[src/mb_consts.svh]
`ifndef MB_CONSTS_SVH
`define MB_CONSTS_SVH

// Function codes and exception encoding
`define FC_LOOP 8'h08
`define FC_COILS 8'h0f
`define FC_REGS 8'h10
`define EXC_FLAG 8'h80
`define EXC_NONE 8'h00
`define EXC_FUNC 8'h01
`define EXC_ADDR 8'h02
`define EXC_DATA 8'h03
`define ADDR_BCAST 8'h00
`define SUB_ECHO 16'h0000

// Byte positions inside a query frame
`define IX_ADDR 6'h00
`define IX_FC 6'h01
`define IX_P1H 6'h02
`define IX_P1L 6'h03
`define IX_P2H 6'h04
`define IX_P2L 6'h05
`define IX_BC 6'h06
`define IX_DATA 6'h07

// Frame lengths
`define RX_DEPTH 7'h40
`define MIN_LEN 7'h04
`define LOOP_LEN 7'h08
`define WR_OVH 9'h009
`define BODY_ACK 4'h6
`define BODY_EXC 4'h3
`define FIRST_OFS 16'h0001

// Coil byte packing
`define BITS_RND 17'h00007
`define BITS_SHIFT 3

// Address space limits
`define COIL_LAST 16'h00ff
`define REG_LAST 16'hffff

// CRC-16
`define CRC_INIT 16'hffff
`define CRC_POLY 16'ha001
`define BYTE_BITS 8

// Inter-frame silence
`define SIL_US 1750
`define CLK_MHZ 250

`endif

[src/mb_pkg.sv]
package mb_pkg;

    typedef enum logic [1:0] {
        ST_RECV = 2'b00,
        ST_CHECK = 2'b01,
        ST_WRITE = 2'b10,
        ST_SEND = 2'b11
    } st_e;

    typedef logic [7:0] byte_t;

endpackage

[src/crc16_step.sv]
`timescale 1ns/1ps
`include "mb_consts.svh"

module crc16_step (
    input wire logic [15:0] crc_in, // Running CRC
    input wire logic [7:0] data,    // Byte to fold in
    output logic [15:0] crc_out     // CRC after the byte
);

    always_comb begin
        crc_out = crc_in ^ {8'h00, data};
        for (int i = 0; i < `BYTE_BITS; i++) begin
            if (crc_out[0]) begin
                crc_out = (crc_out >> 1) ^ `CRC_POLY;
            end else begin
                crc_out = crc_out >> 1;
            end
        end
    end

endmodule // crc16_step

[src/gap_timer.sv]
`timescale 1ns/1ps
`include "mb_consts.svh"

module gap_timer #(
    parameter int unsigned GAP_CYC = `SIL_US * `CLK_MHZ
) (
    input wire logic clk_sys,  // System clock
    input wire logic rst_n,    // Async reset, active low
    input wire logic ce,       // Clock enable
    input wire logic seen,     // Byte taken this cycle
    output logic done          // Pulse: silence after last byte
);

    logic [19:0] cnt_r, cnt_nxt;
    logic run_r, run_nxt;
    logic [19:0] last;

    assign last = 20'(GAP_CYC - 1);
    assign done = run_r && !seen && (cnt_r == last);

    always_comb begin
        cnt_nxt = cnt_r;
        run_nxt = run_r;
        if (seen) begin
            cnt_nxt = 20'h00000;
            run_nxt = 1'b1;
        end else if (done) begin
            run_nxt = 1'b0;
        end else if (run_r) begin
            cnt_nxt = cnt_r + 20'h00001;
        end
    end

    always_ff @(posedge clk_sys or negedge rst_n) begin
        if (!rst_n) begin
            cnt_r <= 20'h00000;
            run_r <= 1'b0;
        end else if (ce) begin
            cnt_r <= cnt_nxt;
            run_r <= run_nxt;
        end
    end

endmodule // gap_timer

[src/mb_slave.sv]
`timescale 1ns/1ps
`include "mb_consts.svh"

// Notes on behaviour
// - Loopback reply echoes every query field
// - Only subcode zero is accepted
// - Loopback frame is eight bytes
// - Coil write updates consecutive coils
// - Coil acknowledge is eight bytes, no data
// - First coil is start field plus one
// - Broadcast writes get no reply
// - Failed non-broadcast writes get an exception reply
// - Register write stores consecutive 16-bit words
// - Register acknowledge is eight bytes
// - First register is start field plus one
// - 32-bit values span two registers, upper first
// - Fields upper byte first, CRC-16 last
// - Exception: address, function plus 80h, code
// - Codes 01h, 02h, 03h for errors
module mb_slave #(
    parameter int unsigned GAP_CYC = `SIL_US * `CLK_MHZ
) (
    input wire logic clk_sys,          // System clock
    input wire logic rst_n,            // Async reset, active low
    input wire logic ce,               // Clock enable
    input wire logic [7:0] slave_addr, // Own station address
    input wire logic rx_valid,         // Received byte strobe
    input wire logic [7:0] rx_byte,    // Received byte
    output logic tx_valid,             // Response byte offered
    input wire logic tx_ready,         // Response byte taken
    output logic [7:0] tx_byte,        // Response byte
    output logic coil_we,              // Coil write strobe
    output logic [15:0] coil_addr,     // Coil number
    output logic coil_val,             // Coil value
    output logic reg_we,               // Register write strobe
    output logic [15:0] reg_addr,      // Register address
    output logic [15:0] reg_wdata      // Register word
);

    // ==========================================================
    // State
    // ==========================================================
    mb_pkg::st_e st_r, st_nxt;
    mb_pkg::byte_t rx_buf_r [64];
    mb_pkg::byte_t rx_buf_nxt [64];
    logic [6:0] len_r, len_nxt;
    logic ovf_r, ovf_nxt;
    logic [7:0] tail1_r, tail1_nxt, tail0_r, tail0_nxt;
    logic [15:0] crc_r, crc_nxt, crc_d1_r, crc_d1_nxt, crc_d2_r, crc_d2_nxt;
    logic exc_r, exc_nxt;
    logic [7:0] code_r, code_nxt;
    logic quiet_r, quiet_nxt;
    logic [15:0] cnt_r, cnt_nxt;
    logic [3:0] idx_r, idx_nxt;
    logic [15:0] txcrc_r, txcrc_nxt;
    logic [7:0] tx_byte_r, tx_byte_nxt;
    logic coil_we_r, coil_we_nxt, coil_val_r, coil_val_nxt;
    logic [15:0] coil_addr_r, coil_addr_nxt;
    logic reg_we_r, reg_we_nxt;
    logic [15:0] reg_addr_r, reg_addr_nxt, reg_wdata_r, reg_wdata_nxt;

    // ==========================================================
    // Decoded fields
    // ==========================================================
    logic rx_acc, gap_done, tx_fire;
    logic [7:0] fc;
    logic [15:0] p1, p2, rx_crc_out, tx_crc_out;
    logic [3:0] body;
    logic [5:0] coil_ix, reg_ix;

    assign fc = rx_buf_r[`IX_FC];
    assign p1 = {rx_buf_r[`IX_P1H], rx_buf_r[`IX_P1L]};
    assign p2 = {rx_buf_r[`IX_P2H], rx_buf_r[`IX_P2L]};
    assign body = exc_r ? `BODY_EXC : `BODY_ACK;
    assign rx_acc = rx_valid && (st_r == mb_pkg::ST_RECV);
    assign tx_valid = (st_r == mb_pkg::ST_SEND);
    assign tx_fire = tx_valid && tx_ready;
    assign coil_ix = `IX_DATA + cnt_r[8:3];
    assign reg_ix = `IX_DATA + {cnt_r[4:0], 1'b0};

    assign tx_byte = tx_byte_r;
    assign coil_we = coil_we_r;
    assign coil_addr = coil_addr_r;
    assign coil_val = coil_val_r;
    assign reg_we = reg_we_r;
    assign reg_addr = reg_addr_r;
    assign reg_wdata = reg_wdata_r;

    crc16_step u_rx_crc (
        .crc_in(crc_r),
        .data(rx_byte),
        .crc_out(rx_crc_out)
    );

    crc16_step u_tx_crc (
        .crc_in(txcrc_r),
        .data(tx_byte_r),
        .crc_out(tx_crc_out)
    );

    gap_timer #(
        .GAP_CYC(GAP_CYC)
    ) u_gap (
        .clk_sys(clk_sys),
        .rst_n(rst_n),
        .ce(ce),
        .seen(rx_acc),
        .done(gap_done)
    );

    // Response body: echo of query head, or exception triple
    function automatic logic [7:0] body_byte(input logic [3:0] i);
        if (!exc_r) begin
            body_byte = rx_buf_r[6'(i)];
        end else if (i == 4'h0) begin
            body_byte = rx_buf_r[`IX_ADDR];
        end else if (i == 4'h1) begin
            body_byte = fc | `EXC_FLAG;
        end else begin
            body_byte = code_r;
        end
    endfunction

    // ==========================================================
    // Next state
    // ==========================================================
    always_comb begin
        logic [7:0] code;
        logic bcast, mine, crc_ok, len_ok, rng_bad;
        logic [16:0] nb, need, p1_end;
        code = `EXC_NONE;
        bcast = (rx_buf_r[`IX_ADDR] == `ADDR_BCAST);
        mine = (rx_buf_r[`IX_ADDR] == slave_addr);
        crc_ok = (len_r >= `MIN_LEN) && ({tail1_r, tail0_r} == crc_d2_r);
        len_ok = ({2'b00, len_r} == ({1'b0, rx_buf_r[`IX_BC]} + `WR_OVH));
        p1_end = {1'b0, p1} + {1'b0, p2};
        nb = ({1'b0, p2} + `BITS_RND) >> `BITS_SHIFT;
        need = nb + {16'h0000, nb[0]};
        rng_bad = 1'b0;
        st_nxt = st_r;
        rx_buf_nxt = rx_buf_r;
        len_nxt = len_r;
        ovf_nxt = ovf_r;
        tail1_nxt = tail1_r;
        tail0_nxt = tail0_r;
        crc_nxt = crc_r;
        crc_d1_nxt = crc_d1_r;
        crc_d2_nxt = crc_d2_r;
        exc_nxt = exc_r;
        code_nxt = code_r;
        quiet_nxt = quiet_r;
        cnt_nxt = cnt_r;
        idx_nxt = idx_r;
        txcrc_nxt = txcrc_r;
        tx_byte_nxt = tx_byte_r;
        coil_we_nxt = 1'b0;
        coil_addr_nxt = coil_addr_r;
        coil_val_nxt = coil_val_r;
        reg_we_nxt = 1'b0;
        reg_addr_nxt = reg_addr_r;
        reg_wdata_nxt = reg_wdata_r;
        unique case (st_r)
            mb_pkg::ST_RECV: begin
                if (rx_acc) begin
                    if (len_r < `RX_DEPTH) begin
                        rx_buf_nxt[len_r[5:0]] = rx_byte;
                        len_nxt = len_r + 7'h01;
                    end else begin
                        ovf_nxt = 1'b1;
                    end
                    tail1_nxt = tail0_r;
                    tail0_nxt = rx_byte;
                    crc_nxt = rx_crc_out;
                    crc_d1_nxt = crc_r;
                    crc_d2_nxt = crc_d1_r;
                end else if (gap_done) begin
                    st_nxt = mb_pkg::ST_CHECK;
                end
            end
            mb_pkg::ST_CHECK: begin
                len_nxt = 7'h00;
                ovf_nxt = 1'b0;
                crc_nxt = `CRC_INIT;
                crc_d1_nxt = `CRC_INIT;
                crc_d2_nxt = `CRC_INIT;
                cnt_nxt = 16'h0000;
                idx_nxt = 4'h0;
                txcrc_nxt = `CRC_INIT;
                tx_byte_nxt = rx_buf_r[`IX_ADDR];
                quiet_nxt = bcast;
                if (ovf_r) begin
                    code = `EXC_DATA;
                end else begin
                    unique case (fc)
                        `FC_LOOP: begin
                            if (len_r != `LOOP_LEN) begin
                                code = `EXC_DATA;
                            end else if (p1 != `SUB_ECHO) begin
                                code = `EXC_FUNC;
                            end
                        end
                        `FC_COILS: begin
                            rng_bad = p1_end > {1'b0, `COIL_LAST};
                            if (!len_ok || p2 == 16'h0000 || {9'h000, rx_buf_r[`IX_BC]} != need) begin
                                code = `EXC_DATA;
                            end else if (rng_bad) begin
                                code = `EXC_ADDR;
                            end
                        end
                        `FC_REGS: begin
                            rng_bad = p1_end > {1'b0, `REG_LAST};
                            if (!len_ok || p2 == 16'h0000 || {9'h000, rx_buf_r[`IX_BC]} != {p2, 1'b0}) begin
                                code = `EXC_DATA;
                            end else if (rng_bad) begin
                                code = `EXC_ADDR;
                            end
                        end
                        default: begin
                            code = `EXC_FUNC;
                        end
                    endcase
                end
                code_nxt = code;
                exc_nxt = (code != `EXC_NONE);
                if (!crc_ok || !(mine || bcast)) begin
                    st_nxt = mb_pkg::ST_RECV;
                end else if (code != `EXC_NONE) begin
                    st_nxt = bcast ? mb_pkg::ST_RECV : mb_pkg::ST_SEND;
                end else if (fc == `FC_LOOP) begin
                    st_nxt = bcast ? mb_pkg::ST_RECV : mb_pkg::ST_SEND;
                end else begin
                    st_nxt = mb_pkg::ST_WRITE;
                end
            end
            mb_pkg::ST_WRITE: begin
                cnt_nxt = cnt_r + 16'h0001;
                if (fc == `FC_COILS) begin
                    coil_we_nxt = 1'b1;
                    coil_addr_nxt = p1 + `FIRST_OFS + cnt_r;
                    coil_val_nxt = rx_buf_r[coil_ix][cnt_r[2:0]];
                end else begin
                    reg_we_nxt = 1'b1;
                    reg_addr_nxt = p1 + `FIRST_OFS + cnt_r;
                    reg_wdata_nxt = {rx_buf_r[reg_ix], rx_buf_r[reg_ix + 6'h01]};
                end
                if (cnt_r == p2 - 16'h0001) begin
                    st_nxt = quiet_r ? mb_pkg::ST_RECV : mb_pkg::ST_SEND;
                end
            end
            mb_pkg::ST_SEND: begin
                if (tx_fire) begin
                    if (idx_r == body + 4'h1) begin
                        st_nxt = mb_pkg::ST_RECV;
                    end else begin
                        idx_nxt = idx_r + 4'h1;
                        if (idx_r < body) begin
                            txcrc_nxt = tx_crc_out;
                        end
                        if (idx_r + 4'h1 < body) begin
                            tx_byte_nxt = body_byte(idx_r + 4'h1);
                        end else if (idx_r + 4'h1 == body) begin
                            tx_byte_nxt = tx_crc_out[15:8];
                        end else begin
                            tx_byte_nxt = txcrc_r[7:0];
                        end
                    end
                end
            end
        endcase
    end

    always_ff @(posedge clk_sys or negedge rst_n) begin
        if (!rst_n) begin
            st_r <= mb_pkg::ST_RECV;
            for (int i = 0; i < 64; i++) begin
                rx_buf_r[i] <= 8'h00;
            end
            len_r <= 7'h00;
            ovf_r <= 1'b0;
            tail1_r <= 8'h00;
            tail0_r <= 8'h00;
            crc_r <= `CRC_INIT;
            crc_d1_r <= `CRC_INIT;
            crc_d2_r <= `CRC_INIT;
            exc_r <= 1'b0;
            code_r <= `EXC_NONE;
            quiet_r <= 1'b0;
            cnt_r <= 16'h0000;
            idx_r <= 4'h0;
            txcrc_r <= `CRC_INIT;
            tx_byte_r <= 8'h00;
            coil_we_r <= 1'b0;
            coil_addr_r <= 16'h0000;
            coil_val_r <= 1'b0;
            reg_we_r <= 1'b0;
            reg_addr_r <= 16'h0000;
            reg_wdata_r <= 16'h0000;
        end else if (ce) begin
            st_r <= st_nxt;
            rx_buf_r <= rx_buf_nxt;
            len_r <= len_nxt;
            ovf_r <= ovf_nxt;
            tail1_r <= tail1_nxt;
            tail0_r <= tail0_nxt;
            crc_r <= crc_nxt;
            crc_d1_r <= crc_d1_nxt;
            crc_d2_r <= crc_d2_nxt;
            exc_r <= exc_nxt;
            code_r <= code_nxt;
            quiet_r <= quiet_nxt;
            cnt_r <= cnt_nxt;
            idx_r <= idx_nxt;
            txcrc_r <= txcrc_nxt;
            tx_byte_r <= tx_byte_nxt;
            coil_we_r <= coil_we_nxt;
            coil_addr_r <= coil_addr_nxt;
            coil_val_r <= coil_val_nxt;
            reg_we_r <= reg_we_nxt;
            reg_addr_r <= reg_addr_nxt;
            reg_wdata_r <= reg_wdata_nxt;
        end
    end
endmodule // mb_slave

[config.mk]
export PLATFORM = sky130hd
export DESIGN_NAME = mb_slave
export DESIGN_NICKNAME = d
export VERILOG_FILES = /design/src/mb_pkg.sv /design/src/crc16_step.sv /design/src/gap_timer.sv /design/src/mb_slave.sv
export VERILOG_INCLUDE_DIRS = /design/src
export SDC_FILE = /design/constraint.sdc
export NUM_CORES = 2
export LEC_CHECK = 0
export BUFFER_PORTS_ARGS = -buffer_cell sky130_fd_sc_hd__buf_2
export CAP_MARGIN = 20
export CORE_UTILIZATION = 50
export CTS_CLUSTER_SIZE = 25
export DETAILED_ROUTE_END_ITERATION = 7
export PLACE_DENSITY = 0.76
export SYNTH_ARGS = -nofsm -noshare
export SYNTH_HDL_FRONTEND = slang
export SYNTH_SLANG_ARGS = --single-unit
[constraint.sdc]
create_clock -name clk_sys -period 9.45 [get_ports clk_sys]
set_input_delay 0.4725 -clock clk_sys [delete_from_list [all_inputs] [get_ports clk_sys]]
set_output_delay 0.4725 -clock clk_sys [all_outputs]
set_load 0.02 [all_outputs]
==> impl_metrics.env <==
export IMPL_vias=28500
export IMPL_cts_clk_slew_worst_paths_ns=0.06
export IMPL_drc_errors=0
export IMPL_final_hold_violation_count=0
export IMPL_r2r_cells=12
export IMPL_overflow=0
export IMPL_coreArea_um2=79000
export IMPL_port_buffers=80
export IMPL_power_density_nw_per_um2=214
export IMPL_rows=103
export IMPL_cts_htree_levels=3
export IMPL_drt_iter0_drc=3623
export IMPL_leakage_nw=19.2
export IMPL_timing_final_crit_share_pct=58.7
export IMPL_grt_pass1_wl_um=179000
export IMPL_drt_wirelength_per_cell_um=27.9
export IMPL_relSlewSlack_pct=18.8
export IMPL_setup_worst_path_end_class="register"
export IMPL_fmax_ghz=0.180
export IMPL_fin_tns_setup_ns=0
export IMPL_synthArstFlopShare_pct=100
export IMPL_start_util_pct=50.5
export IMPL_ant_nets=0
export IMPL_setup_viol=0
export IMPL_grt_usage_pct=29.1
export IMPL_cts_buffers=74
export IMPL_worstSetupPathType="reg -> reg"
export IMPL_swShare_pct=34.7
export IMPL_ys_types=88
export IMPL_yosysWarningCount=0
export IMPL_regArea_um2=17500
export IMPL_gp_congestion=0.994
export IMPL_status="complete, no violations"
export IMPL_p_comb_share_pct=26.9
export IMPL_io_pins=81
export IMPL_ys_ff_latch=696
export IMPL_p_total_mw=9.38
export IMPL_routed_wl_um=117000
export IMPL_clockBufferDepth=3
export IMPL_synthFlopType="dfrtp_1"
export IMPL_syn2layout_area_growth_pct=9.88
export IMPL_cts_repair_resized=0
export IMPL_cp_start_kind="register"
export IMPL_fin_skew_ns=0.0367
export IMPL_fin_util_pct=55.5
export IMPL_ys_top_cells_by_area="dfrtp_1 (40%), mux4_2 (18%), mux2_2 (13%)"
export IMPL_die_width_um=285
export IMPL_cts_root_buf="clkbuf_16"
export IMPL_layout_nets=3174
export IMPL_syn_inst=3109
export IMPL_nFillCells=6202
export IMPL_via_per_inst=6.77
export IMPL_ir_drop_mv=0.147
export IMPL_chipHeight_um=285
export IMPL_syn_num_nets=3185
export IMPL_seq_area_frac_synth_pct=43.8
export IMPL_fin_crit_ns=5.54
export IMPL_pwr_share_seq_pct=41.2
export IMPL_max_cap_viol_count=0
export IMPL_syn_cell_area_um2=39900
export IMPL_avgSynthCellArea_um2=12.8
export IMPL_synth_edff_count=0
export IMPL_layout_drive_gt1_share_pct=35.5
export IMPL_p_sw_mw=3.26
export IMPL_worstMarginPinSlew_ns=1.21
export IMPL_power_internal_mw=6.12
export IMPL_rsz0062_at_grt="no"
export IMPL_first_global_vias=27800
export IMPL_dr_pass1_iters=8
export IMPL_cp_max_fo=82
export IMPL_worst_ep_arrival_time_ns=6.05
export IMPL_pwr_share_clk_pct=31.9
export IMPL_final_common_cell="dfrtp_1"
export IMPL_setup_ws_ns=3.91
export IMPL_cp_required_ns=9.95
export IMPL_hold_class="in -> reg"
export IMPL_cts_sinks=696
export IMPL_cts_tree="done"
export IMPL_final_cell_mix="dfrtp_1 (639), mux2_2 (449), mux4_2 (325)"
export IMPL_synth_top_area_share_pct=40.3
export IMPL_report_final_slew_viol_count=0
export IMPL_grt_max_degree=124
export IMPL_dp_hpwl_um=76200
export IMPL_hold_depth=4
export IMPL_die_area_um2=80900
export IMPL_synth_top_cell_by_area="dfrtp_1"
export IMPL_multi_input_area_um2=21400
export IMPL_insertion_delay_ns=0.64
export IMPL_antenna_found_initial=5
export IMPL_place_ws_ns=4.00
-- registers in the layout, summed over array words and instances (netlist names), 2 cells and up --
| name | flops |
|---|---|
| p1 | 16 |
| txcrc_r | 16 |
| p2 | 16 |
| reg_addr | 16 |
| code_r | 2 |
| reg_wdata | 16 |
| rx_buf_r | 472 |
| tx_byte | 8 |
| crc_d1_r | 11 |
| fc | 8 |
| len_r | 7 |
| crc_r | 16 |
| cnt_r | 16 |
| u_gap.cnt_r | 20 |
| tail1_r | 8 |
| crc_d2_r | 11 |
| st_r | 2 |
| coil_addr | 16 |
| tail0_r | 8 |
| idx_r | 4 |
-- worst paths after layout --
path                               from        endpoint  slack (ns)
setup / recovery               cnt_r[3]        coil_val        3.91
min in group asynchronous         rst_n   rx_buf_r[371]        0.54
setup reg to reg               cnt_r[3]        coil_val        3.91
hold reg to reg            reg_addr[14]    reg_addr[14]        0.47
max in group asynchronous         rst_n          p2[14]        6.53
hold / removal                 rx_valid  u_gap.cnt_r[1]        0.29
-- synthesized netlist by cell type, types with 12 or more instances --
master / instances
o21ai_0: 111
a211oi_1: 15
nand3_1: 48
o21ai_1: 38
dfstp_2: 54
nand3b_1: 14
ha_1: 53
buf_2: 24
nor2b_1: 12
mux4_2: 325
buf_1: 33
clkbuf_1: 166
a21oi_1: 64
xnor2_1: 88
o211ai_1: 12
or3_1: 16
nand2_1: 248
a21o_1: 16
nor2_1: 135
mux2_1: 68
inv_1: 43
nor3_1: 45
dfrtp_1: 642
o22a_1: 37
nor4_1: 25
mux2_2: 449
xor2_1: 73
mux2i_1: 38
nand4_1: 27
a31oi_1: 16
-- cell families (layout without fill, tap and decap cells) --
| family | count (synthesis) | in the layout | synth area share (%) |
|---|---|---|---|
| XOR/XNOR | 164 | 164 | 3.68 |
| buffers and inverters | 277 | 323 | 2.77 |
| AND/OR/NAND/NOR | 640 | 640 | 7.67 |
| multiplexers | 880 | 880 | 33.9 |
| AO/OA/AOI/OAI | 397 | 397 | 6.41 |
| flip-flops | 696 | 696 | 43.8 |
| adder cells (fa/ha/maj) | 55 | 55 | 1.76 |
| other | 0 | 1 | 0 |
-- routing by layer --
layer  GRT usage [%]  vias to the layer above  wire length (um)
li1                -                    11800                 -
met1            39.3                    14600             45500
met2            43.0                     1739             52100
met3            7.42                      390             12300
met4            16.5                        6              7270
met5               0                        -                35
-- timing repair --
action / in CTS / in global routing
setup endpoints to repair: 0 / 0
hold endpoints to repair: 59 / 0
hold buffers: 1 / 0
setup buffers: 0 / 0
-- final cells by class --
class / instances / share of cell area (%)
Timing Repair Buffer: 144 / 2.25
Antenna cell: 1 / 0.00571
Inverter: 46 / 0.394
Clock inverter: 23 / 0.673
Sequential cell: 696 / 39.9
Multi-Input combinational cell: 2136 / 48.8
Clock buffer: 110 / 4.97
Tap cell: 1050 / 3.00
-- worst max-delay path: stages, from the launching register on --
cell and delay [ns]:
dfrtp_4 0.93, inv_1 0.35, ha_4 1.00, buf_12 0.51, mux4_2 0.57, nor2b_1 0.14
a211oi_1 0.30, a211oi_1 0.11, a2111oi_0 0.67, nor4_1 0.17, o21a_1 0.23, a21oi_1 0.13
o31ai_1 0.08
-- power groups by stage --
stage | Combinational (mW) | Clock (mW) | Sequential (mW)
final | 2.53 | 2.99 | 3.86
after global routing | 2.77 | 3.13 | 3.87
after CTS | 2.49 | 3.01 | 3.82
after detailed placement | 2.47 | 0 | 3.87
after global placement | 2.42 | 0 | 3.87
after floorplan | 1.96 | 0 | 3.58
-- per-stage QoR --
step	cells	hold slack [ns]	cell area, um^2
floorplan	3109	0.177	39900
global placement	4060	0.456	41200
detailed placement	4062	0.464	41200
CTS	4196	0.274	43700
global route	4205	0.310	43800
finish	4206	0.290	43800
Note: power is estimated with default switching activity, not from simulation.
